[config.mk]
export PLATFORM = sky130hd
export DESIGN_NAME = pmor_regs
export DESIGN_NICKNAME = d
export VERILOG_FILES = /design/src/pmor_pkg.sv /design/src/pmor_flag_if.sv /design/src/pmor_regs.sv /design/src/pmor_sync.sv /design/src/pmor_temp_fault.sv
export SDC_FILE = /design/constraint.sdc
export NUM_CORES = 1
export LEC_CHECK = 0
export BUFFER_PORTS_ARGS = -buffer_cell sky130_fd_sc_hd__buf_2
export CAP_MARGIN = 40
export CORE_MARGIN = 3
export CORE_UTILIZATION = 30
export CTS_BUF_LIST = sky130_fd_sc_hd__clkbuf_2
export CTS_CLUSTER_SIZE = 10
export DETAILED_ROUTE_END_ITERATION = 8
export PLACE_DENSITY = 0.55
export SLEW_MARGIN = 20
export SYNTH_ARGS = -nofsm -noshare
export SYNTH_HDL_FRONTEND = slang
export SYNTH_SLANG_ARGS = --single-unit
[constraint.sdc]
create_clock -name clk -period 1.55 [get_ports clk]
set_clock_uncertainty 0.2 [all_clocks]
set_input_delay 0.2325 -clock clk [delete_from_list [all_inputs] [get_ports clk]]
set_output_delay 0.2325 -clock clk [all_outputs]
set_load 0.02 [all_outputs]
[src/pmor_pkg.sv]
// Constants shared by the pack monitor operations register bank
// What this block does
// - 0x50 to 0x57 is plain user storage
// - Operations registers are volatile, no backing store
// - Power-on reset loads every operations register zero
// - Writable bits let host override internal control
// - Fault status read-only, set and cleared internally
// - Charge cold flag sets above its voltage
// - Charge cold plus charge current forces off
// - Charge cold flag clears below recovery voltage
// - Charge hot flag sets below its voltage
// - Charge hot plus charge current forces off
// - Charge hot flag clears above recovery voltage
// - Discharge cold flag sets above its voltage
// - Discharge cold plus discharge current forces off
// - Discharge cold flag clears below recovery
// - One host bit per cell balance switch
// - Discharge hot flag plus discharge current forces discharge switch off
package pmor_pkg;
    localparam int ADDR_W = 8;
    localparam int DATA_W = 8;
    localparam int TEMP_W = 12;
    localparam int CUR_W = 2;
    localparam logic [ADDR_W-1:0] RSV_LO = 8'h4C;
    localparam logic [ADDR_W-1:0] RSV_HI = 8'h4F;
    localparam logic [ADDR_W-1:0] USER_LO = 8'h50;
    localparam logic [ADDR_W-1:0] USER_HI = 8'h57;
    localparam int USER_DEPTH = 8;
    localparam logic [ADDR_W-1:0] FAULT_PRI_ADDR = 8'h80;
    localparam logic [ADDR_W-1:0] FAULT_SEC_ADDR = 8'h81;
    localparam logic [ADDR_W-1:0] ACTIVITY_ADDR = 8'h82;
    localparam logic [ADDR_W-1:0] PWR_BAL_ADDR = 8'h83;
    localparam logic [ADDR_W-1:0] BAL_CTRL_ADDR = 8'h84;
    localparam logic [ADDR_W-1:0] MEAS_CTRL_ADDR = 8'h85;
    localparam logic [ADDR_W-1:0] OUT_CTRL_ADDR = 8'h86;
    localparam logic [ADDR_W-1:0] OVR_CTRL_ADDR = 8'h87;
    localparam logic [ADDR_W-1:0] PWR_CTRL_ADDR = 8'h88;
    localparam logic [ADDR_W-1:0] NVM_EN_ADDR = 8'h89;
    localparam logic [DATA_W-1:0] REG_RESET = 8'h00;
    localparam logic [DATA_W-1:0] MEAS_MASK = 8'h7F;
    localparam logic [DATA_W-1:0] OUT_MASK = 8'hFF;
    localparam logic [DATA_W-1:0] OVR_MASK = 8'h7F;
    localparam logic [DATA_W-1:0] PWR_MASK = 8'h0F;
    localparam logic [DATA_W-1:0] NVM_MASK = 8'h01;
    // Flag positions in fault_status_primary
    localparam int CCOLD_BIT = 7;
    localparam int CHOT_BIT = 6;
    localparam int DCOLD_BIT = 5;
    localparam int DHOT_BIT = 4;
    // activity_status positions
    localparam int DSEEN_BIT = 3;
    localparam int CSEEN_BIT = 2;
    // output_switch_control positions
    localparam int OUT_CSW_BIT = 1;
    localparam int OUT_DSW_BIT = 0;
    // host_override_control position
    localparam int OVR_SW_BIT = 6;
    // Current sense vector positions
    localparam int CUR_CHG = 0;
    localparam int CUR_DCH = 1;
    typedef enum {PMOR_IDLE, PMOR_READ} pmor_rd_state_t;
endpackage

[src/pmor_flag_if.sv]
// Temperature flags and forced switch-off requests between submodule and top
`timescale 1ns/1ns
interface pmor_flag_if;
    logic charge_cold_flag;
    logic charge_hot_flag;
    logic discharge_cold_flag;
    logic discharge_hot_flag;
    logic charge_off;
    logic discharge_off;
    modport src (output charge_cold_flag, charge_hot_flag, discharge_cold_flag,
                 discharge_hot_flag, charge_off, discharge_off);
    modport dst (input charge_cold_flag, charge_hot_flag, discharge_cold_flag,
                 discharge_hot_flag, charge_off, discharge_off);
endinterface

[src/pmor_regs.sv]
// Operations register bank of the pack monitor with temperature fault control
`timescale 1ns/1ns
module pmor_regs (
    input wire logic clk,
    input wire logic rstn,
    // Decoded byte access from the two-wire serial front end
    input wire logic [pmor_pkg::ADDR_W-1:0] reg_addr,
    input wire logic [pmor_pkg::DATA_W-1:0] reg_wdata,
    input wire logic reg_we,
    input wire logic reg_re,
    output logic [pmor_pkg::DATA_W-1:0] reg_rdata,
    output logic reg_rvalid,
    // Thermistor sample, same clock as this block
    input wire logic temp_valid,
    input wire logic [pmor_pkg::TEMP_W-1:0] temp_v,
    input wire logic [pmor_pkg::TEMP_W-1:0] charge_cold_threshold,
    input wire logic [pmor_pkg::TEMP_W-1:0] charge_cold_recovery,
    input wire logic [pmor_pkg::TEMP_W-1:0] charge_hot_threshold,
    input wire logic [pmor_pkg::TEMP_W-1:0] charge_hot_recovery,
    input wire logic [pmor_pkg::TEMP_W-1:0] discharge_cold_threshold,
    input wire logic [pmor_pkg::TEMP_W-1:0] discharge_cold_recovery,
    input wire logic [pmor_pkg::TEMP_W-1:0] discharge_hot_threshold,
    input wire logic [pmor_pkg::TEMP_W-1:0] discharge_hot_recovery,
    // Current direction comparators, asynchronous
    input wire logic charge_current_seen,
    input wire logic discharge_current_seen,
    output logic charge_switch,
    output logic discharge_switch,
    output logic [pmor_pkg::DATA_W-1:0] balance_switch_bits,
    output logic nvm_enable_bit
);
    import pmor_pkg::*;

    ////////////////////////////////////////////////////////////////////////
    // Submodules

    logic [CUR_W-1:0] cur_seen;
    pmor_flag_if flg ();

    pmor_sync #(
        .W(CUR_W)
    ) u_sync (
        .clk(clk),
        .rstn(rstn),
        .async_in({discharge_current_seen, charge_current_seen}),
        .sync_out(cur_seen)
    );

    pmor_temp_fault u_temp (
        .clk(clk),
        .rstn(rstn),
        .temp_valid(temp_valid),
        .temp_v(temp_v),
        .charge_cold_threshold(charge_cold_threshold),
        .charge_cold_recovery(charge_cold_recovery),
        .charge_hot_threshold(charge_hot_threshold),
        .charge_hot_recovery(charge_hot_recovery),
        .discharge_cold_threshold(discharge_cold_threshold),
        .discharge_cold_recovery(discharge_cold_recovery),
        .discharge_hot_threshold(discharge_hot_threshold),
        .discharge_hot_recovery(discharge_hot_recovery),
        .cur_seen(cur_seen),
        .flags(flg.src)
    );

    ////////////////////////////////////////////////////////////////////////
    // Address decode

    function automatic logic hit(input logic [ADDR_W-1:0] a,
                                 input logic [ADDR_W-1:0] target);
        hit = (a == target);
    endfunction

    function automatic logic in_user(input logic [ADDR_W-1:0] a);
        in_user = (a >= USER_LO) && (a <= USER_HI);
    endfunction

    logic wr_bal, wr_meas, wr_out, wr_ovr, wr_pwr, wr_nvm, wr_user;

    // Status addresses and the reserved window have no write decode
    assign wr_bal = reg_we && hit(reg_addr, BAL_CTRL_ADDR);
    assign wr_meas = reg_we && hit(reg_addr, MEAS_CTRL_ADDR);
    assign wr_out = reg_we && hit(reg_addr, OUT_CTRL_ADDR);
    assign wr_ovr = reg_we && hit(reg_addr, OVR_CTRL_ADDR);
    assign wr_pwr = reg_we && hit(reg_addr, PWR_CTRL_ADDR);
    assign wr_nvm = reg_we && hit(reg_addr, NVM_EN_ADDR);
    assign wr_user = reg_we && in_user(reg_addr);

    ////////////////////////////////////////////////////////////////////////
    // Writable control registers, volatile, zero at power-on

    logic [DATA_W-1:0] bal_q;
    logic [DATA_W-1:0] meas_q;
    logic [DATA_W-1:0] out_q;
    logic [DATA_W-1:0] ovr_q;
    logic [DATA_W-1:0] pwr_q;
    logic [DATA_W-1:0] nvm_q;

    always_ff @(posedge clk or negedge rstn) begin
        if (!rstn) begin
            bal_q <= REG_RESET;
        end else if (wr_bal) begin
            bal_q <= reg_wdata;
        end
    end

    always_ff @(posedge clk or negedge rstn) begin
        if (!rstn) begin
            meas_q <= REG_RESET;
            out_q <= REG_RESET;
            ovr_q <= REG_RESET;
            pwr_q <= REG_RESET;
            nvm_q <= REG_RESET;
        end else begin
            // Reserved bits are masked so they always read back zero
            if (wr_meas) begin
                meas_q <= reg_wdata & MEAS_MASK;
            end
            if (wr_out) begin
                out_q <= reg_wdata & OUT_MASK;
            end
            if (wr_ovr) begin
                ovr_q <= reg_wdata & OVR_MASK;
            end
            if (wr_pwr) begin
                pwr_q <= reg_wdata & PWR_MASK;
            end
            if (wr_nvm) begin
                nvm_q <= reg_wdata & NVM_MASK;
            end
        end
    end

    ////////////////////////////////////////////////////////////////////////
    // User storage window; plain bytes with no side effects

    logic [DATA_W-1:0] user_mem [USER_DEPTH];
    logic [2:0] user_idx;

    assign user_idx = reg_addr[2:0];

    always_ff @(posedge clk or negedge rstn) begin
        if (!rstn) begin
            for (int k = 0; k < USER_DEPTH; k++) begin
                user_mem[k] <= REG_RESET;
            end
        end else if (wr_user) begin
            user_mem[user_idx] <= reg_wdata;
        end
    end

    ////////////////////////////////////////////////////////////////////////
    // Status registers, driven by the device except pwr_bal bits 6:4, which echo host-written pwr_q

    logic [DATA_W-1:0] fault_pri;
    logic [DATA_W-1:0] activity;
    logic [DATA_W-1:0] pwr_bal;

    always_comb begin
        fault_pri = REG_RESET;
        fault_pri[CCOLD_BIT] = flg.charge_cold_flag;
        fault_pri[CHOT_BIT] = flg.charge_hot_flag;
        fault_pri[DCOLD_BIT] = flg.discharge_cold_flag;
        fault_pri[DHOT_BIT] = flg.discharge_hot_flag;
        activity = REG_RESET;
        activity[DSEEN_BIT] = cur_seen[CUR_DCH];
        activity[CSEEN_BIT] = cur_seen[CUR_CHG];
        // Power state bits 2:0 echoed in bits 6:4, balance faults not modelled
        pwr_bal = REG_RESET;
        pwr_bal[6:4] = pwr_q[2:0];
    end

    ////////////////////////////////////////////////////////////////////////
    // Read path: one-cycle registered answer

    logic [DATA_W-1:0] rd_d;
    logic [DATA_W-1:0] rdata_q;
    logic rvalid_q;
    pmor_rd_state_t rd_state_q;

    always_comb begin
        rd_d = REG_RESET;
        if (in_user(reg_addr)) begin
            rd_d = user_mem[user_idx];
        end else begin
            case (reg_addr)
                FAULT_PRI_ADDR: rd_d = fault_pri;
                FAULT_SEC_ADDR: rd_d = REG_RESET;
                ACTIVITY_ADDR: rd_d = activity;
                PWR_BAL_ADDR: rd_d = pwr_bal;
                BAL_CTRL_ADDR: rd_d = bal_q;
                MEAS_CTRL_ADDR: rd_d = meas_q;
                OUT_CTRL_ADDR: rd_d = out_q;
                OVR_CTRL_ADDR: rd_d = ovr_q;
                PWR_CTRL_ADDR: rd_d = pwr_q;
                NVM_EN_ADDR: rd_d = nvm_q;
                // Reserved window and unmapped bytes read zero
                default: rd_d = REG_RESET;
            endcase
        end
    end

    always_ff @(posedge clk or negedge rstn) begin
        if (!rstn) begin
            rd_state_q <= PMOR_IDLE;
            rdata_q <= REG_RESET;
            rvalid_q <= 1'b0;
        end else begin
            case (rd_state_q)
                PMOR_IDLE: begin
                    rvalid_q <= reg_re;
                    if (reg_re) begin
                        rdata_q <= rd_d;
                        rd_state_q <= PMOR_READ;
                    end
                end
                PMOR_READ: begin
                    rvalid_q <= 1'b0;
                    rd_state_q <= PMOR_IDLE;
                end
                default: begin
                    rvalid_q <= 1'b0;
                    rd_state_q <= PMOR_IDLE;
                end
            endcase
        end
    end

    assign reg_rdata = rdata_q;
    assign reg_rvalid = rvalid_q;

    ////////////////////////////////////////////////////////////////////////
    // Power switches and balance outputs

    logic csw_q, dsw_q;
    logic host_sw;

    assign host_sw = ovr_q[OVR_SW_BIT];

    // Host override bypasses the fault response; that is its purpose
    always_ff @(posedge clk or negedge rstn) begin
        if (!rstn) begin
            csw_q <= 1'b0;
            dsw_q <= 1'b0;
        end else if (host_sw) begin
            csw_q <= out_q[OUT_CSW_BIT];
            dsw_q <= out_q[OUT_DSW_BIT];
        end else begin
            csw_q <= !flg.charge_off;
            dsw_q <= !flg.discharge_off;
        end
    end

    assign charge_switch = csw_q;
    assign discharge_switch = dsw_q;
    assign balance_switch_bits = bal_q;
    assign nvm_enable_bit = nvm_q[0];
endmodule // pmor_regs

[src/pmor_sync.sv]
// Two-flop synchroniser for asynchronous level inputs
`timescale 1ns/1ns
module pmor_sync #(
    parameter int W = 2
) (
    input wire logic clk,
    input wire logic rstn,
    input wire logic [W-1:0] async_in,
    output logic [W-1:0] sync_out
);
    logic [W-1:0] meta_q;
    genvar i;
    generate
        for (i = 0; i < W; i++) begin : g_bit
            always_ff @(posedge clk or negedge rstn) begin
                if (!rstn) begin
                    meta_q[i] <= 1'b0;
                    sync_out[i] <= 1'b0;
                end else begin
                    meta_q[i] <= async_in[i];
                    sync_out[i] <= meta_q[i];
                end
            end
        end
    endgenerate
endmodule // pmor_sync

[src/pmor_temp_fault.sv]
// Thermistor comparisons and temperature fault flags
`timescale 1ns/1ns
module pmor_temp_fault (
    input wire logic clk,
    input wire logic rstn,
    input wire logic temp_valid,
    input wire logic [pmor_pkg::TEMP_W-1:0] temp_v,
    input wire logic [pmor_pkg::TEMP_W-1:0] charge_cold_threshold,
    input wire logic [pmor_pkg::TEMP_W-1:0] charge_cold_recovery,
    input wire logic [pmor_pkg::TEMP_W-1:0] charge_hot_threshold,
    input wire logic [pmor_pkg::TEMP_W-1:0] charge_hot_recovery,
    input wire logic [pmor_pkg::TEMP_W-1:0] discharge_cold_threshold,
    input wire logic [pmor_pkg::TEMP_W-1:0] discharge_cold_recovery,
    input wire logic [pmor_pkg::TEMP_W-1:0] discharge_hot_threshold,
    input wire logic [pmor_pkg::TEMP_W-1:0] discharge_hot_recovery,
    input wire logic [pmor_pkg::CUR_W-1:0] cur_seen,
    pmor_flag_if.src flags
);
    import pmor_pkg::*;

    // Set wins over clear when both comparisons hold on a bad threshold pair
    function automatic logic hyst(input logic cur, input logic set_c, input logic clr_c);
        hyst = set_c ? 1'b1 : (clr_c ? 1'b0 : cur);
    endfunction

    logic ccold_q, chot_q, dcold_q, dhot_q;

    // NTC: colder means higher sensed voltage
    always_ff @(posedge clk or negedge rstn) begin
        if (!rstn) begin
            ccold_q <= 1'b0;
            chot_q <= 1'b0;
            dcold_q <= 1'b0;
            dhot_q <= 1'b0;
        end else if (temp_valid) begin
            ccold_q <= hyst(ccold_q, temp_v > charge_cold_threshold,
                            temp_v < charge_cold_recovery);
            chot_q <= hyst(chot_q, temp_v < charge_hot_threshold,
                           temp_v > charge_hot_recovery);
            dcold_q <= hyst(dcold_q, temp_v > discharge_cold_threshold,
                            temp_v < discharge_cold_recovery);
            dhot_q <= hyst(dhot_q, temp_v < discharge_hot_threshold,
                           temp_v > discharge_hot_recovery);
        end
    end

    assign flags.charge_cold_flag = ccold_q;
    assign flags.charge_hot_flag = chot_q;
    assign flags.discharge_cold_flag = dcold_q;
    assign flags.discharge_hot_flag = dhot_q;
    // Direction picks which flag pair governs each switch
    assign flags.charge_off = (ccold_q | chot_q) & cur_seen[CUR_CHG];
    assign flags.discharge_off = (dcold_q | dhot_q) & cur_seen[CUR_DCH];
endmodule // pmor_temp_fault

==> reports/qor.txt <==
GPL Wtd Cong: 0.821
Synth cell types: 54
Final Non-Filler Cells: 1,356
Slew Limit Fails: 0
Final nets: 1,235
Top FF cell, synth: dfrtp_1
Crit path time final: 1.81 ns
Simple-gate share of the synthesized area: 0.0833
DR vias/cell: 4.74
Number of iterations in the first detailed-routing pass: 4
Synthesized-area fraction occupied by adder cells: 0.148
Largest family of logic cells by synthesized area: multiplexers
Fin util: 0.446
CTS root buffer: clkbuf_2
CTS tree: yes
Ys Warns: 0
FILL cells: 2,312
IO Count: 151
Number of failing hold endpoints at the final stage: 0
XOR/XNOR Fraction of Synth Area: 0
Number of synthesized flops with an enable pin: 0
Mux contribution to synthesized area: 0.226
Clock Sinks: 119
HP Class: in -> reg
TritonCTS Buffers: 17
Routed length per placed instance: 17.6 um
Max_cap viols: 0
Avg Inst Size Synth: 11.4 sq um
RSZ-0062 raised after global routing: yes
Die ar.: 0.0280 sq mm
GRT Overall Usage: 0.171
Worst Setup End Kind: output pin
Startpoint types: flip-flop
DRT Wirelength: 23,900 um
DRC viols: 0
Area Overhead vs Synth: 44.9%
Ys async rst share: 1.00
Seq/Total Area, Yosys: 0.382
Status: finished with violations
VDD IR max: 0.000378 V
CTS Buffer Depth: 2
Critical path class: reg -> out
Total core area: 0.0253 sq mm
Die Wd: 167 um
Antenna-violating nets left: 0
Worst-margin pin slew: 0.577 ns
Failing checks: setup timing
Fmax: 551 MHz
Iteration-0 DRC count of the detailed router: 333
Gr ovfl total: 0
First-pass GRT wire length: 37,500 um
Hold WS: 0.0599 ns
Vias in the first global route: 6,814
Detailed-route via count: 6,434
FF+latch area: 0.00298 sq mm
I/O Buffers: 150
#FFs+latches synth: 119
Synth Area in Compound Gates: 0.0915
Final period util: 1.17
Initial Util: 0.308
Placed insts: 1,249
Area of the multi-input gates: 0.00459 sq mm
Max FO, Critical Path: 2
PwrDens: 671 mW/mm^2
Synthesized area: 0.00780 sq mm
Initial antenna violation count: 1
CTS HTree Levels: 4
Setup_tns: -5.00 ns
Final setup viols: 36
Layout cell share with drive strength beyond 1: 0.482
CP required: 1.12 ns
Row count: 58
Largest net degree at the start of global routing: 52
Die Span Y: 167 um
Worst EP arrival: 1.38 ns
CTS clock-pin slew for the worst setup and hold paths: 0.18 ns
Clk_lat worst skew: 0.71 ns
Syn Inst Count: 683
Final HPWL DP: 18,200 um
Rel. slew slack: 0.614
Final worst slack: -0.264 ns
Mapped Nets: 906
LEAKAGE: 5.87 nW
==> repair_timing <==
action / 4_1_cts / 5_1_grt
hold endpoints to repair: 233 / 24
pin swaps: 8 / 5
buffers inserted: 13 / 9
endpoints found under the setup margin: 28 / 103
gates resized for setup: 59 / 20
hold buffers: 53 / 3
==> cells in the mapped netlist (3+ instances only) <==
cell | instances | area [sq um]
nand4_1 | 17 | 106
dfrtp_1 | 119 | 2980
buf_6 | 4 | 45.0
mux2_2 | 96 | 1080
mux4_1 | 8 | 210
and3_1 | 6 | 37.5
mux4_2 | 13 | 293
a21boi_0 | 4 | 30.0
nand3b_1 | 3 | 22.5
o21ai_0 | 15 | 75.1
a211oi_1 | 4 | 30.0
a21oi_1 | 30 | 150
a2111oi_0 | 5 | 43.8
nand2_2 | 3 | 18.8
nor3_1 | 5 | 25.0
mux2_4 | 8 | 120
buf_2 | 3 | 15.0
nand3_1 | 7 | 35.0
o311ai_0 | 4 | 35.0
clkbuf_8 | 4 | 55.1
ha_1 | 92 | 1150
o21a_1 | 4 | 30.0
nand2_1 | 29 | 109
o211ai_1 | 4 | 30.0
a21o_1 | 10 | 75.1
o2111ai_1 | 4 | 35.0
or3_1 | 3 | 18.8
a221oi_1 | 6 | 52.6
inv_1 | 98 | 368
nand2b_1 | 3 | 18.8
and2_1 | 3 | 18.8
nand3_2 | 3 | 30.0
a22o_1 | 3 | 26.3
nor2_1 | 16 | 60.1
nor2b_1 | 7 | 43.8
clkbuf_1 | 9 | 33.8
mux2i_1 | 5 | 50.1
==> through the flow <==
stage	area (sq um)	setup slack [ns]	power, mW
floorplan	8120	-0.218	4.27
global placement	10100	-0.969	5.07
detailed placement	10100	-0.617	5.09
CTS	11200	-0.357	7.64
global route	11300	-0.390	8.02
finish	11300	-0.264	7.58
==> critical path, stage by stage (launching register included) <==
cell,delay (ns)
dfrtp_1,0.43
buf_6,0.13
buf_6,0.12
==> layout by cell type, fill, tap and decap left out, types with 5 or more instances in the layout <==
cell / netlist / routed
nor2b_1: 7 / 7
inv_2: 0 / 5
o21ai_1: 0 / 6
a221oi_2: 0 / 6
mux4_2: 13 / 20
a21oi_1: 30 / 27
inv_1: 98 / 90
nand4_1: 17 / 17
nand3_1: 7 / 7
mux2_2: 96 / 86
dlygate4sd3_1: 0 / 52
and3_1: 6 / 5
ha_1: 92 / 85
buf_2: 3 / 129
nor2_1: 16 / 12
nand2_1: 29 / 28
buf_12: 0 / 17
buf_6: 4 / 27
ha_4: 0 / 7
o21ai_0: 15 / 9
a2111oi_2: 0 / 6
mux2_4: 8 / 18
dfrtp_1: 119 / 118
a21o_1: 10 / 10
clkbuf_2: 0 / 17
buf_4: 2 / 105
==> worst paths after layout <==
| kind | from | endpoint | slack, ns | depth (start not counted) |
|---|---|---|---|---|
| setup / recovery | balance_switch_bits[3] | balance_switch_bits[3] | -0.26 | 2 |
| hold / removal | reg_addr[6] | nvm_q[0] | 0.06 | 6 |
| setup reg to reg | user_mem[39] | reg_rdata[7] | -0.22 | 5 |
| hold reg to reg | u_sync.meta_q[1] | u_sync.sync_out[1] | 0.18 | 0 |
| max in group asynchronous | rstn | user_mem[15] | 0.05 | 4 |
| min in group asynchronous | rstn | user_mem[0] | 0.38 | 3 |
==> layer usage <==
| metal | GRT usage | vias up | share of wire |
|---|---|---|---|
| li1 | - | 3143 | - |
| met1 | 0.237 | 3140 | 0.47 |
| met2 | 0.275 | 123 | 0.47 |
| met3 | 0.0328 | 28 | 0.044 |
| met4 | 0.0487 | 0 | 0.020 |
| met5 | 0 | - | 0 |
==> where the power goes <==
group          leakage [nW]  internal [mW]  total [mW]  switching [mW]
logic                  4.10          0.993        1.86           0.863
clock network         0.156           1.07        2.33            1.27
registers              1.61           3.28        3.39           0.119
==> logic make-up (layout without fill, tap and decap cells) <==
kind of cell,Yosys count,after routing
AO/OA/AOI/OAI,105,105
adder cells (fa/ha/maj),92,92
buffers and inverters,122,464
flip-flops,119,119
multiplexers,131,131
other,0,1
AND/OR/NAND/NOR,114,114
==> state kept, by name, summed over array words and instances (netlist names), 2 cells and up <==
signal,count
pwr_q,4
out_q,8
reg_rdata,8
meas_q,7
u_sync.sync_out,2
ovr_q,7
u_sync.meta_q,2
balance_switch_bits,8
user_mem,64
==> cell type report <==
type                            count  area share
Clock inverter                     15      0.0176
Multi-Input combinational cell    442       0.406
Tap cell                          330      0.0365
Inverter                           98      0.0342
Sequential cell                   119       0.264
Clock buffer                       17     0.00753
Antenna cell                        1    0.000221
Timing Repair Buffer              334       0.234
(Power assumes the default switching activity.)
